## src/rtl/swc_pkg.sv

```systemverilog
// package of constants for the sleep and wake-up sequencer
package swc_pkg;
  // register map, byte offsets on the plain register port
  localparam logic [15:0] SWC_OPTION_ADDR = 16'h0081;
  localparam logic [15:0] SWC_CONFIG_ADDR = 16'h2007;
  localparam logic [15:0] SWC_STATUS_ADDR = 16'h0003;
  localparam logic [15:0] SWC_CTRL_ADDR = 16'h0004;
  localparam logic [7:0] SWC_OPTION_RESET = 8'hff;
  localparam logic [7:0] SWC_CTRL_RESET = 8'h00;
  // config word bit fields
  localparam int SWC_CFG_WDOG_EN_BIT = 2;
  localparam int SWC_CFG_PWRT_EN_BIT = 3;
  localparam int SWC_CFG_BROWNOUT_BIT = 6;
  // option register bit fields
  localparam int SWC_OPT_PRESCALER_ASSIGN_BIT = 3;
  localparam int SWC_OPT_PS_LO_BIT = 0;
  localparam int SWC_OPT_PS_HI_BIT = 2;
  // status register bit fields
  localparam int SWC_ST_PD_BIT = 0;
  localparam int SWC_ST_TO_BIT = 1;
  localparam int SWC_ST_ASLEEP_BIT = 2;
  localparam int SWC_ST_OSC_BIT = 3;
  // ctrl register: global interrupt enable bit
  localparam int SWC_CTRL_GIE_BIT = 0;
  // interrupt vector
  localparam logic [12:0] SWC_IRQ_VECTOR = 13'h0004;
  // clock and timing
  localparam int SWC_CLK_HZ = 10_000_000;
  localparam int SWC_OST_US = 100;
  localparam int SWC_OST_CYCLES = (SWC_OST_US * (SWC_CLK_HZ / 1_000_000) < 1) ? 1
                                 : SWC_OST_US * (SWC_CLK_HZ / 1_000_000);
  localparam int SWC_DUMMY_CYCLES = 2;
  localparam int SWC_WDOG_MS = 18;
  localparam int SWC_WDOG_CYCLES = SWC_WDOG_MS * (SWC_CLK_HZ / 1000);
  // sequencer states, one-hot
  typedef enum logic [4:0] {
    SWC_RUN = 5'h01,
    SWC_SLEEP = 5'h02,
    SWC_OST = 5'h04,
    SWC_NEXT = 5'h08,
    SWC_DUMMY = 5'h10
  } swc_state_t;
endpackage

```

## src/rtl/swc_sleep_ctrl.sv

```systemverilog
// sleep entry and wake-up sequencer for the processor core
`timescale 1ns/1ps
module swc_sleep_ctrl
  import swc_pkg::*;
#(
  parameter int WDOG_CYCLES = SWC_WDOG_CYCLES,
  parameter int OST_CYCLES = SWC_OST_CYCLES,
  parameter int IO_WIDTH = 8
)
(
  input wire logic clk,
  input wire logic reset,
  input wire logic [15:0] reg_addr,
  input wire logic [7:0] reg_wdata,
  input wire logic reg_write,
  input wire logic reg_read,
  output logic [7:0] reg_rdata,
  input wire logic [7:0] config_word,
  input wire logic halt_op,
  input wire logic watchdog_clear_op,
  input wire logic [12:0] next_pc,
  input wire logic [2:0] irq_enable,
  input wire logic [2:0] irq_flag,
  input wire logic external_reset_pin_n,
  input wire logic [IO_WIDTH-1:0] io_out_in,
  input wire logic [IO_WIDTH-1:0] io_oe_n_in,
  output logic [IO_WIDTH-1:0] io_out,
  output logic [IO_WIDTH-1:0] io_oe_n,
  output logic core_reset,
  output logic osc_enable,
  output logic exec_enable,
  output logic prefetch_req,
  output logic [12:0] prefetch_pc,
  output logic vector_req,
  output logic [12:0] vector_pc,
  output logic powerdown_flag,
  output logic timeout_flag,
  output logic asleep
);
  localparam int OW = $clog2(OST_CYCLES + 1);

  swc_state_t state_q, state_d;
  logic [7:0] option_q;
  logic [7:0] ctrl_q;
  logic [7:0] cfg_q;
  logic cfg_taken_q;
  logic [OW-1:0] ost_q;
  logic [1:0] dummy_q;
  logic vec_pend_q;
  logic pin_sync;
  logic pin_rst;
  logic [2:0] irq_sync;
  logic wdt_timeout;
  logic wdt_clear;
  logic wdt_en;
  logic irq_wake;
  logic sleep_wake;
  logic global_irq_enable;

  initial
  begin
    if (OST_CYCLES < 1 || IO_WIDTH < 1)
      $error("bad sequencer parameters");
  end

  // reset pin and interrupt flags come from outside the clock domain
  swc_sync2 #(.WIDTH(4)) u_sync
  (
    .clk(clk),
    .reset(reset),
    .async_in({~external_reset_pin_n, irq_flag}),
    .sync_out({pin_sync, irq_sync})
  );

  assign pin_rst = pin_sync;
  assign global_irq_enable = ctrl_q[SWC_CTRL_GIE_BIT];
  assign wdt_en = cfg_q[SWC_CFG_WDOG_EN_BIT];
  // individual enable only, global enable ignored
  assign irq_wake = |(irq_enable & irq_sync);
  // watchdog wake needs config enable
  assign sleep_wake = irq_wake || (wdt_en && wdt_timeout);
  // clear on halt, clear op, and on any wake
  assign wdt_clear = halt_op || watchdog_clear_op || (state_q == SWC_SLEEP && sleep_wake);

  swc_watchdog #(.TIMEOUT_CYCLES(WDOG_CYCLES)) u_wdog
  (
    .clk(clk),
    .reset(reset || pin_rst),
    .enable(wdt_en),
    .clear(wdt_clear),
    .use_prescaler(option_q[SWC_OPT_PRESCALER_ASSIGN_BIT]),
    .prescale_sel(option_q[SWC_OPT_PS_HI_BIT:SWC_OPT_PS_LO_BIT]),
    .timeout(wdt_timeout)
  );

  // config word latched once after reset release, it is a strap
  always_ff @(posedge clk)
  begin
    if (reset)
    begin
      cfg_q <= 8'h00;
      cfg_taken_q <= 1'b0;
    end
    else if (!cfg_taken_q)
    begin
      cfg_q <= config_word;
      cfg_taken_q <= 1'b1;
    end
  end

  // software registers
  always_ff @(posedge clk)
  begin
    if (reset || pin_rst)
    begin
      option_q <= SWC_OPTION_RESET;
      ctrl_q <= SWC_CTRL_RESET;
    end
    else if (reg_write)
    begin
      if (reg_addr == SWC_OPTION_ADDR)
        option_q <= reg_wdata;
      if (reg_addr == SWC_CTRL_ADDR)
        ctrl_q <= reg_wdata;
    end
  end

  // read data valid the cycle after the read strobe, unmapped reads zero
  always_ff @(posedge clk)
  begin
    if (reset)
      reg_rdata <= 8'h00;
    else if (reg_read)
    begin
      unique case (reg_addr)
        SWC_OPTION_ADDR: reg_rdata <= option_q;
        SWC_CONFIG_ADDR: reg_rdata <= cfg_q;
        SWC_CTRL_ADDR: reg_rdata <= ctrl_q;
        SWC_STATUS_ADDR: reg_rdata <= {4'h0, osc_enable, asleep, timeout_flag, powerdown_flag};
        default: reg_rdata <= 8'h00;
      endcase
    end
    else
      reg_rdata <= 8'h00;
  end

  // sequencer next state
  always_comb
  begin
    state_d = state_q;
    unique case (state_q)
      SWC_RUN:
        // only the halt instruction enters sleep; pending wake completes halt then wakes
        if (halt_op)
          state_d = irq_wake ? SWC_NEXT : SWC_SLEEP;
      SWC_SLEEP:
        if (sleep_wake)
          state_d = SWC_OST;
      SWC_OST:
        // no fetch until oscillator start-up delay elapses
        if (ost_q == OW'(OST_CYCLES - 1))
          state_d = SWC_NEXT;
      SWC_NEXT:
        // prefetched instruction runs first, then vector if enabled
        state_d = vec_pend_q ? SWC_DUMMY : SWC_RUN;
      SWC_DUMMY:
        if (dummy_q == 2'(SWC_DUMMY_CYCLES - 1))
          state_d = SWC_RUN;
      default: state_d = SWC_RUN;
    endcase
  end

  // state register; pin reset forces a full restart, no prefetch kept
  always_ff @(posedge clk)
  begin
    if (reset || pin_rst)
      state_q <= SWC_RUN;
    else
      state_q <= state_d;
  end

  // oscillator start-up and dummy cycle counters
  always_ff @(posedge clk)
  begin
    if (reset || state_q != SWC_OST)
      ost_q <= '0;
    else
      ost_q <= ost_q + 1'b1;
  end

  always_ff @(posedge clk)
  begin
    if (reset || state_q != SWC_DUMMY)
      dummy_q <= 2'h0;
    else
      dummy_q <= dummy_q + 2'h1;
  end

  // vector decision taken at wake from global enable and an interrupt cause
  always_ff @(posedge clk)
  begin
    if (reset || pin_rst)
      vec_pend_q <= 1'b0;
    else if ((state_q == SWC_SLEEP && sleep_wake) || (state_q == SWC_RUN && halt_op))
      vec_pend_q <= global_irq_enable && irq_wake;
    else if (state_q == SWC_RUN)
      vec_pend_q <= 1'b0;
  end

  // power-down flag: set on power-up, cleared by halt; timeout flag: set by halt, cleared by watchdog
  always_ff @(posedge clk)
  begin
    if (reset)
    begin
      powerdown_flag <= 1'b1;
      timeout_flag <= 1'b1;
    end
    else
    begin
      if (state_q == SWC_RUN && halt_op)
      begin
        powerdown_flag <= 1'b0;
        timeout_flag <= 1'b1;
      end
      // timeout after a halt in the same cycle still wins: the watchdog clear beats the halt set
      if (wdt_en && wdt_timeout)
        timeout_flag <= 1'b0;
    end
  end

  // core reset: pin, or watchdog timeout while awake; internal only, pin never driven
  always_ff @(posedge clk)
  begin
    if (reset)
      core_reset <= 1'b1;
    else
      core_reset <= pin_rst || (wdt_en && wdt_timeout && state_q != SWC_SLEEP);
  end

  // oscillator, execution gate and sleep indicator
  always_ff @(posedge clk)
  begin
    if (reset || pin_rst)
    begin
      osc_enable <= 1'b1;
      exec_enable <= 1'b1;
      asleep <= 1'b0;
    end
    else
    begin
      osc_enable <= state_d != SWC_SLEEP;
      exec_enable <= state_d == SWC_RUN || state_d == SWC_NEXT;
      asleep <= state_d == SWC_SLEEP;
    end
  end

  // prefetch of pc+1 during halt, and vector request after dummy cycles
  always_ff @(posedge clk)
  begin
    if (reset)
    begin
      prefetch_req <= 1'b0;
      prefetch_pc <= 13'h0000;
      vector_req <= 1'b0;
      vector_pc <= 13'h0000;
    end
    else
    begin
      prefetch_req <= state_q == SWC_RUN && halt_op;
      if (state_q == SWC_RUN && halt_op)
        prefetch_pc <= next_pc;
      vector_req <= state_q == SWC_DUMMY && state_d == SWC_RUN;
      vector_pc <= SWC_IRQ_VECTOR;
    end
  end

  // io frozen from the halt onward; hi-z is kept because oe is frozen too
  always_ff @(posedge clk)
  begin
    if (reset)
    begin
      io_out <= '0;
      io_oe_n <= '1;
    end
    else if (state_d == SWC_RUN || state_d == SWC_NEXT || state_d == SWC_DUMMY)
    begin
      io_out <= io_out_in;
      io_oe_n <= io_oe_n_in;
    end
  end

  a_io_held: assert property (@(posedge clk) disable iff (reset)
    (asleep && $past(asleep)) |-> $stable(io_out) && $stable(io_oe_n))
    else $error("io changed during sleep");

  a_sleep_cause: assert property (@(posedge clk) disable iff (reset)
    $rose(asleep) |-> $past(halt_op))
    else $error("sleep without halt");

  a_pd_cleared: assert property (@(posedge clk) disable iff (reset)
    (state_q == SWC_RUN && halt_op && !pin_rst) |=> !powerdown_flag)
    else $error("pd not cleared by halt");

  a_osc_off: assert property (@(posedge clk) disable iff (reset)
    asleep |-> !osc_enable)
    else $error("oscillator on in sleep");

  a_no_exec_ost: assert property (@(posedge clk) disable iff (reset || pin_rst)
    (state_q == SWC_OST) |=> !exec_enable || state_q != SWC_OST)
    else $error("executing before start-up delay");

  a_wdt_reset: assert property (@(posedge clk) disable iff (reset)
    (wdt_en && wdt_timeout && state_q == SWC_SLEEP && !pin_rst) |=> !core_reset)
    else $error("watchdog wake caused reset");

  a_prefetch_pc: assert property (@(posedge clk) disable iff (reset)
    (state_q == SWC_RUN && halt_op) |=> prefetch_req && prefetch_pc == $past(next_pc))
    else $error("no prefetch on halt");

  a_vector_gap: assert property (@(posedge clk) disable iff (reset || pin_rst)
    (state_q == SWC_NEXT && vec_pend_q) |=> state_q == SWC_DUMMY ##1 state_q == SWC_DUMMY ##1 vector_req)
    else $error("vector not after two dummy cycles");

  a_no_vector_gie: assert property (@(posedge clk) disable iff (reset || pin_rst)
    (state_q == SWC_NEXT && !vec_pend_q) |=> state_q == SWC_RUN)
    else $error("vectored without global enable");
endmodule // swc_sleep_ctrl

```

## src/rtl/swc_sync2.sv

```systemverilog
// two flip-flop synchroniser for pin inputs
`timescale 1ns/1ps
module swc_sync2
  import swc_pkg::*;
#(
  parameter int WIDTH = 1
)
(
  input wire logic clk,
  input wire logic reset,
  input wire logic [WIDTH-1:0] async_in,
  output logic [WIDTH-1:0] sync_out
);
  logic [WIDTH-1:0] meta_q;

  // first stage feeds only the second stage
  always_ff @(posedge clk)
  begin
    if (reset)
    begin
      meta_q <= '0;
      sync_out <= '0;
    end
    else
    begin
      meta_q <= async_in;
      sync_out <= meta_q;
    end
  end
endmodule // swc_sync2

```

## src/rtl/swc_watchdog.sv

```systemverilog
// watchdog counter with optional prescaler
`timescale 1ns/1ps
module swc_watchdog
  import swc_pkg::*;
#(
  parameter int TIMEOUT_CYCLES = SWC_WDOG_CYCLES
)
(
  input wire logic clk,
  input wire logic reset,
  input wire logic enable,
  input wire logic clear,
  input wire logic use_prescaler,
  input wire logic [2:0] prescale_sel,
  output logic timeout
);
  localparam int CW = $clog2(TIMEOUT_CYCLES + 1);
  logic [CW-1:0] count_q;
  logic [7:0] pre_q;
  logic tick;

  initial
  begin
    if (TIMEOUT_CYCLES < 2)
      $error("watchdog timeout too short");
  end

  // prescaler tick: divide by 2^(sel+1) when assigned
  assign tick = !use_prescaler || (pre_q == (8'(2) << prescale_sel) - 8'h01);

  // clear zeroes both count and prescaler
  always_ff @(posedge clk)
  begin
    if (reset || clear || !enable)
    begin
      count_q <= '0;
      pre_q <= 8'h00;
      timeout <= 1'b0;
    end
    else
    begin
      pre_q <= tick ? 8'h00 : pre_q + 8'h01;
      timeout <= 1'b0;
      if (tick)
      begin
        if (count_q == CW'(TIMEOUT_CYCLES - 1))
        begin
          count_q <= '0;
          timeout <= 1'b1;
        end
        else
          count_q <= count_q + 1'b1;
      end
    end
  end
endmodule // swc_watchdog

```

## config.mk

```make
export PLATFORM = sky130hd
export DESIGN_NAME = swc_sleep_ctrl
export DESIGN_NICKNAME = d
export VERILOG_FILES = /design/src/rtl/swc_pkg.sv /design/src/rtl/swc_sleep_ctrl.sv /design/src/rtl/swc_sync2.sv /design/src/rtl/swc_watchdog.sv
export SDC_FILE = /design/constraint.sdc
export NUM_CORES = 1
export LEC_CHECK = 0
export BUFFER_PORTS_ARGS = -buffer_cell sky130_fd_sc_hd__buf_4
export CORE_MARGIN = 2
export CORE_UTILIZATION = 52
export DETAILED_ROUTE_END_ITERATION = 12
export GPL_TIMING_DRIVEN = 1
export HOLD_SLACK_MARGIN = 0.12
export PLACE_DENSITY = 0.79
export SLEW_MARGIN = 40
export SYNTH_ARGS = -nofsm -noshare
export SYNTH_HDL_FRONTEND = slang
export SYNTH_SLANG_ARGS = --single-unit
```

## constraint.sdc

```tcl
create_clock -name clk -period 2.8 [get_ports clk]
set_input_delay 0.56 -clock clk [delete_from_list [all_inputs] [get_ports clk]]
set_output_delay 0.56 -clock clk [all_outputs]
set_load 0.03 [all_outputs]
```

==> results of run 1 <==
synth_stat cells (9+ instances only):
master	n	area (um^2)
dfxtp_1	123	2462
nand2_1	78	292.8
nor2_1	67	251.5
a21oi_1	49	245.2
nand3_1	29	145.1
clkbuf_1	25	93.84
mux2i_1	22	220.2
inv_1	21	78.83
o21ai_0	18	90.09
buf_4	13	97.59
or3_1	10	62.56
nor2b_1	9	56.30
xor2_1	9	78.83
metrics by stage:
stage | total power, mW | cell area [um^2] | setup slack [ns] | hold WS (ns)
after floorplan | 2.204 | 5095 | 0.6464 | 0.3992
after global placement | 2.407 | 6050 | 0.4572 | 0.4079
after detailed placement | 2.422 | 6050 | 0.4430 | 0.4128
after CTS | 4.609 | 6649 | 0.4700 | 0.1711
after global routing | 4.747 | 6649 | 0.2924 | 0.1765
final | 4.582 | 6649 | 0.4587 | 0.1935
kinds of logic after synthesis:
kind of cell / Yosys count / synth area share, %
and+or+nand+nor: 245 / 22.88
DFF: 123 / 48.72
AOI/OAI and AO/OA: 116 / 14.63
buffers and inverters: 63 / 5.744
muxes: 22 / 4.357
xor gates and xnor gates: 15 / 2.600
adders and majority gates: 4 / 0.9904
other: 1 / 0.07420
cell type report:
type	count	area (um^2)	share of cell area, %
tap	129	161.4	2.428
clock buffer	17	414.1	6.229
clock inverter	15	185.2	2.785
multi-input combinational	414	2349	35.32
inverter	21	78.83	1.186
sequential	123	2462	37.03
timing repair buffer	133	998.5	15.02
metal layers:
| metal | GRT usage [%] | wire, um | up-vias |
|---|---|---|---|
| met3 | 9.017 | 958 | 25 |
| li1 | - | - | 2281 |
| met2 | 42.58 | 6257 | 164 |
| met5 | 0 | 0 | - |
| met1 | 28.60 | 5108 | 2205 |
| met4 | 9.744 | 242 | 0 |
critical path, cell delays in order, from the launching register on:
cell	delay, ns
dfxtp_1	0.41
and4_1	0.26
o21ai_1	0.08
a22o_1	0.18
o41a_1	0.39
buf_4	0.25
or4_1	0.53
a21oi_1	0.16
flip-flops by register name, indices dropped and copies added, names as in the netlist, 4 cells and up:
signal           flops
option_q             8
u_wdog.pre_q         8
prefetch_pc         13
u_wdog.count_q      18
reg_rdata            8
state_q              5
io_oe_n              8
io_out               8
ctrl_q               8
u_sync.sync_out      4
cfg_q                8
u_sync.meta_q        4
ost_q               10
power groups by stage:
stage | Sequential (mW) | Clock [mW] | Combinational (mW)
floorplan | 1.99 | 0 | 0.210
global placement | 1.90 | 0 | 0.505
detailed placement | 1.90 | 0 | 0.517
CTS | 1.87 | 2.22 | 0.521
global route | 1.88 | 2.31 | 0.558
finish | 1.87 | 2.19 | 0.519
worst paths after layout:
path,cells after the start,slack [ns],end,from
setup reg to reg,7,0.46,u_wdog.count_q[10],u_wdog.pre_q[1]
hold / removal,2,0.19,u_sync.meta_q[3],external_reset_pin_n
setup / recovery,7,0.46,u_wdog.count_q[10],u_wdog.pre_q[1]
hold reg to reg,1,0.43,dummy_q[0],dummy_q[0]
==> results by group, run 1 <==
Pwr
  – Pint: 3.410 mW
  – Switching power: 1.172 mW
  – Maximum vdd drop: 0.6807 mV
  – Reg power frac: 40.8%
  – Pleak: 2.697 nW
  – Switching Fraction: 25.58%
  – Combinational share of power: 11.3%
  – Pwr dens: 689.2 mW/mm^2
  – Clock power share: 47.9%

Cells and area
  – Most frequent cells in the layout: buf_4, dfxtp_1, nand2_1, nor2_1, a21oi_1
  – Layout area overhead: 31.57%
  – Diodes inserted: 0
  – Fillers: 724
  – Fin nets: 788
  – Commonest non-fill, non-tap cell in the layout: buf_4
  – Layout Cells excl Fill: 852
  – Post-layout util: 71.28%
  – Fraction of layout cells with a size suffix above 1: 24.34%

STA
  – RSZ-0062 raised after global routing: false
  – Max Clk Rate: 427.1 MHz
  – Setup TNS: 0 ns
  – Final setup vio count: 0
  – Final hold vios: 0
  – Worst-margin pin slew: 0.6791 ns
  – Max-Slew Margin vs Limit: 54.73%
  – Layout Skew: 0.007062 ns
  – Tmin final: 2.341 ns
  – Max Slew Vio Count: 0
  – Part of the cycle the worst path needs: 83.62%

Placement
  – HPWL Detailed: 8815 um
  – Post-Place Cells: 820
  – Buffers on Ports: 119
  – GPL Wtd Cong: 0.9325

Die
  – Top-level I/O count: 132
  – # rows: 35
  – Total core area: 0.009328 mm^2
  – Die ar.: 0.01052 mm^2
  – Die Span Y: 102.6 um
  – Die width: 102.6 um
  – Starting density of the core: 54.18%

Synthesis
  – Netlist cell types: 48
  – Yosys warning count: 0
  – Mapped cell area: 0.005054 mm^2
  – Asr flop ratio synth: 0%
  – Post-synth top flop: dfxtp_1
  – Syn Inst Count: 589
  – Flip-flop and latch count after synthesis: 123
  – Register area share after synthesis: 48.72%
  – Mean Syn Cell Area: 8.580 um^2
  – EDFF count, synth: 0

Outcome
  – Outcome: finished, final reports clean

Route
  – Post-route ant nets: 0
  – DR vias/cell: 5.487
  – Via Count: 4675
  – Wire length per cell: 14.75 um
  – Drc violations: 0
  – DRT Pass-1 Iters: 6
  – WL final: 12570 um
  – Initial DRC Count: 263

Critical path
  – CP startpoint kind: flop
  – CP required: 3.24 ns
  – Arrival @ worst endpoint: 2.78 ns
  – Worst setup path class: reg2reg
  – Critical path fanouts, max: 42
  – Crit. End Element: flop

Clock network
  – Clock buffer depth: 2
  – H-tree levels: 4
  – Clock sinks: 123
  – TritonCTS clock tree: done
  – Cts hold-fix bufs: 0
  – Root buf cell: clkbuf_8
  – CTS clock-pin slew for the worst setup and hold paths: 0.06 ns
  – Post-CTS Resized: 0
  – CTS buffer count: 17
  – Clk Latency, worst-skew pair: 0.51 ns
  – Post-CTS setup buffer count: 0

Global route
  – Vias in the first global route: 4502
  – Global route overflow: 0
  – Pin count of the biggest net entering global routing: 58
  – Total GRT Usage: 24.97%
  – First-pass GRT wire length: 20420 um
  – Initial antenna violation count: 0

Job
  – Max-cap check violation count: 0

Min path
  – Hold Crit Class: in2reg
Power figures use the tool's default switching activity.
==> run 2: changes to the inputs <==
==> constraint.sdc (replaced) <==
create_clock -name clk -period 2.4 [get_ports clk]
set_input_delay 0.48 -clock clk [delete_from_list [all_inputs] [get_ports clk]]
set_output_delay 0.48 -clock clk [all_outputs]
set_load 0.03 [all_outputs]
==> run 2 against run 1 <==
  * Critical path depth unchanged
  * Fmax up 1.2%
  * Sequential share of layout area down 0.13 points
  * Global-route usage down 0.68 points
  * Cell count up 0.35%
  * Critical path type unchanged
  * Critical endpoint is now u_wdog.count_q[12]
  * Largest power group unchanged
==> results by group, run 2 (synthesis gave the netlist of run 1 again) <==
STA
  – Max Slew Vio Count: 0
  – Final hold vios: 0
  – Max-Slew Margin vs Limit: 52.62%
  – Tmin final: 2.314 ns
  – Final worst-path setup slack: 0.08583 ns
  – Part of the cycle the worst path needs: 96.42%
  – Worst-margin pin slew: 0.7060 ns
  – Layout Skew: 0.009219 ns
  – Final setup vio count: 0
  – Max Clk Rate: 432.1 MHz

Global route
  – Pin count of the biggest net entering global routing: 43
  – Global route overflow: 0
  – Initial antenna violation count: 0
  – Vias in the first global route: 4353
  – First-pass GRT wire length: 20020 um
  – Total GRT Usage: 24.29%

Clock network
  – Post-CTS setup buffer count: 0
  – TritonCTS clock tree: done
  – Root buf cell: clkbuf_8
  – CTS clock-pin slew for the worst setup and hold paths: 0.06 ns
  – H-tree levels: 4
  – CTS buffer count: 17
  – Clk Latency, worst-skew pair: 0.52 ns
  – Clock sinks: 123
  – Clock buffer depth: 2

Die
  – Die width: 102.6 um
  – Die Span Y: 102.6 um
  – # rows: 35
  – Die ar.: 0.01052 mm^2
  – Top-level I/O count: 132
  – Total core area: 0.009328 mm^2
  – Starting density of the core: 54.18%

Placement
  – GPL Wtd Cong: 0.9399
  – Post-Place Cells: 822
  – Placed inst area: 0.006077 mm^2
  – Buffers on Ports: 119
  – HPWL Detailed: 8783 um
  – Pre-CTS setup slack: 0.1121 ns

Critical path
  – CP required: 2.84 ns
  – Arrival @ worst endpoint: 2.76 ns
  – Worst setup path class: reg2reg
  – Reg2Reg Setup Slack: 0.09 ns
  – Crit. End Element: flop
  – CP startpoint kind: flop
  – Critical path fanouts, max: 42
  – Reg2Reg Depth: 7

Pwr
  – Pleak: 2.714 nW
  – Design Power: 5.329 mW
  – Maximum vdd drop: 0.6253 mV
  – Pwr dens: 796.2 mW/mm^2

Cells and area
  – Commonest non-fill, non-tap cell in the layout: buf_4
  – Post-route cell area: 0.006693 mm^2
  – Diodes inserted: 0
  – Biggest regs: u_wdog.count_q: 18 flops, prefetch_pc: 13 flops, ost_q: 10 flops
  – Register bank with the most flops: u_wdog.count_q
  – Layout area overhead: 32.43%
  – Area taken by multi-input logic gates: 0.002349 mm^2
  – Layout Cells excl Fill: 855
  – Most frequent cells in the layout: buf_4, dfxtp_1, nand2_1, nor2_1, a21oi_1
  – Post-layout util: 71.75%
  – Fin nets: 791
  – FF+latch area: 0.002470 mm^2
  – Fillers: 712
  – Fraction of layout cells with a size suffix above 1: 25.34%
  – Max FFs per register: 18

Route
  – Initial DRC Count: 305
  – WL final: 12420 um
  – Wire length per cell: 14.53 um
  – DR vias/cell: 5.442
  – Drc violations: 0
  – Via Count: 4653
  – Post-route ant nets: 0
  – DRT Pass-1 Iters: 7

Min path
  – Hold-critical path depth: 2
  – Hold Crit Class: in2reg

Job
  – Max-cap check violation count: 0

Outcome
  – Outcome: finished, final reports clean
==> run 2: changes by cell type in the layout (fill, tap and decap cells not counted), sizes merged <==
cell | before | now
dlygate4sd3 | 0 | 1
clkinv | 4 | 3
clkinvlp | 2 | 3
buf | 133 | 135
==> run 2: where the power goes <==
part / leakage, nW / internal, mW / switching, mW
Combinational: 1.42 / 0.254 / 0.349
Clock: 0.286 / 1.60 / 0.950
Sequential: 1.00 / 2.12 / 0.0541
==> run 2: cell type report <==
type,instances,area share (%)
clock buffer,17,6.188
sequential,123,36.90
clock inverter,15,2.748
timing repair buffer,136,15.48
multi-input combinational,414,35.09
inverter,21,1.178
tap,129,2.412
==> run 2: path summary, 6_finish.rpt <==
check                                           to            start
worst max-delay path            u_wdog.count_q[12]  u_wdog.pre_q[2]
worst min-delay path              u_sync.meta_q[1]      irq_flag[1]
worst max register to register  u_wdog.count_q[12]  u_wdog.pre_q[2]
worst min register to register          dummy_q[0]       dummy_q[0]
==> run 2: metrics by stage <==
stage | hold slack, ns | setup TNS (ns)
3_3_place_gp | 0.4073 | 0
2_1_floorplan | 0.3992 | 0
4_1_cts | 0.1499 | 0
3_5_place_dp | 0.4247 | 0
5_1_grt | 0.1585 | -0.01151
6_report | 0.1709 | 0
==> run 2: routing by layer <==
layer,vias up,track usage (%),share of wire (%)
li1,2303,-,-
met3,27,8.678,6.8
met5,-,0,0
met4,0,10.05,2.2
met2,155,40.42,48
met1,2168,28.49,43
==> run 2: worst max-delay path: stages, from the launching register on <==
cell and delay [ns]:
dfxtp_2 0.37, and4_1 0.25, o21ai_1 0.09, a22o_1 0.19, o41a_1 0.44, buf_12 0.19
or4_1 0.52, a21oi_1 0.20
==> run 2: what timing repair did <==
item,in CTS,in global routing
hold buffers,1,0
endpoints found under the setup margin,0,2
gates resized for setup,0,6
endpoints found under the hold margin,1,0
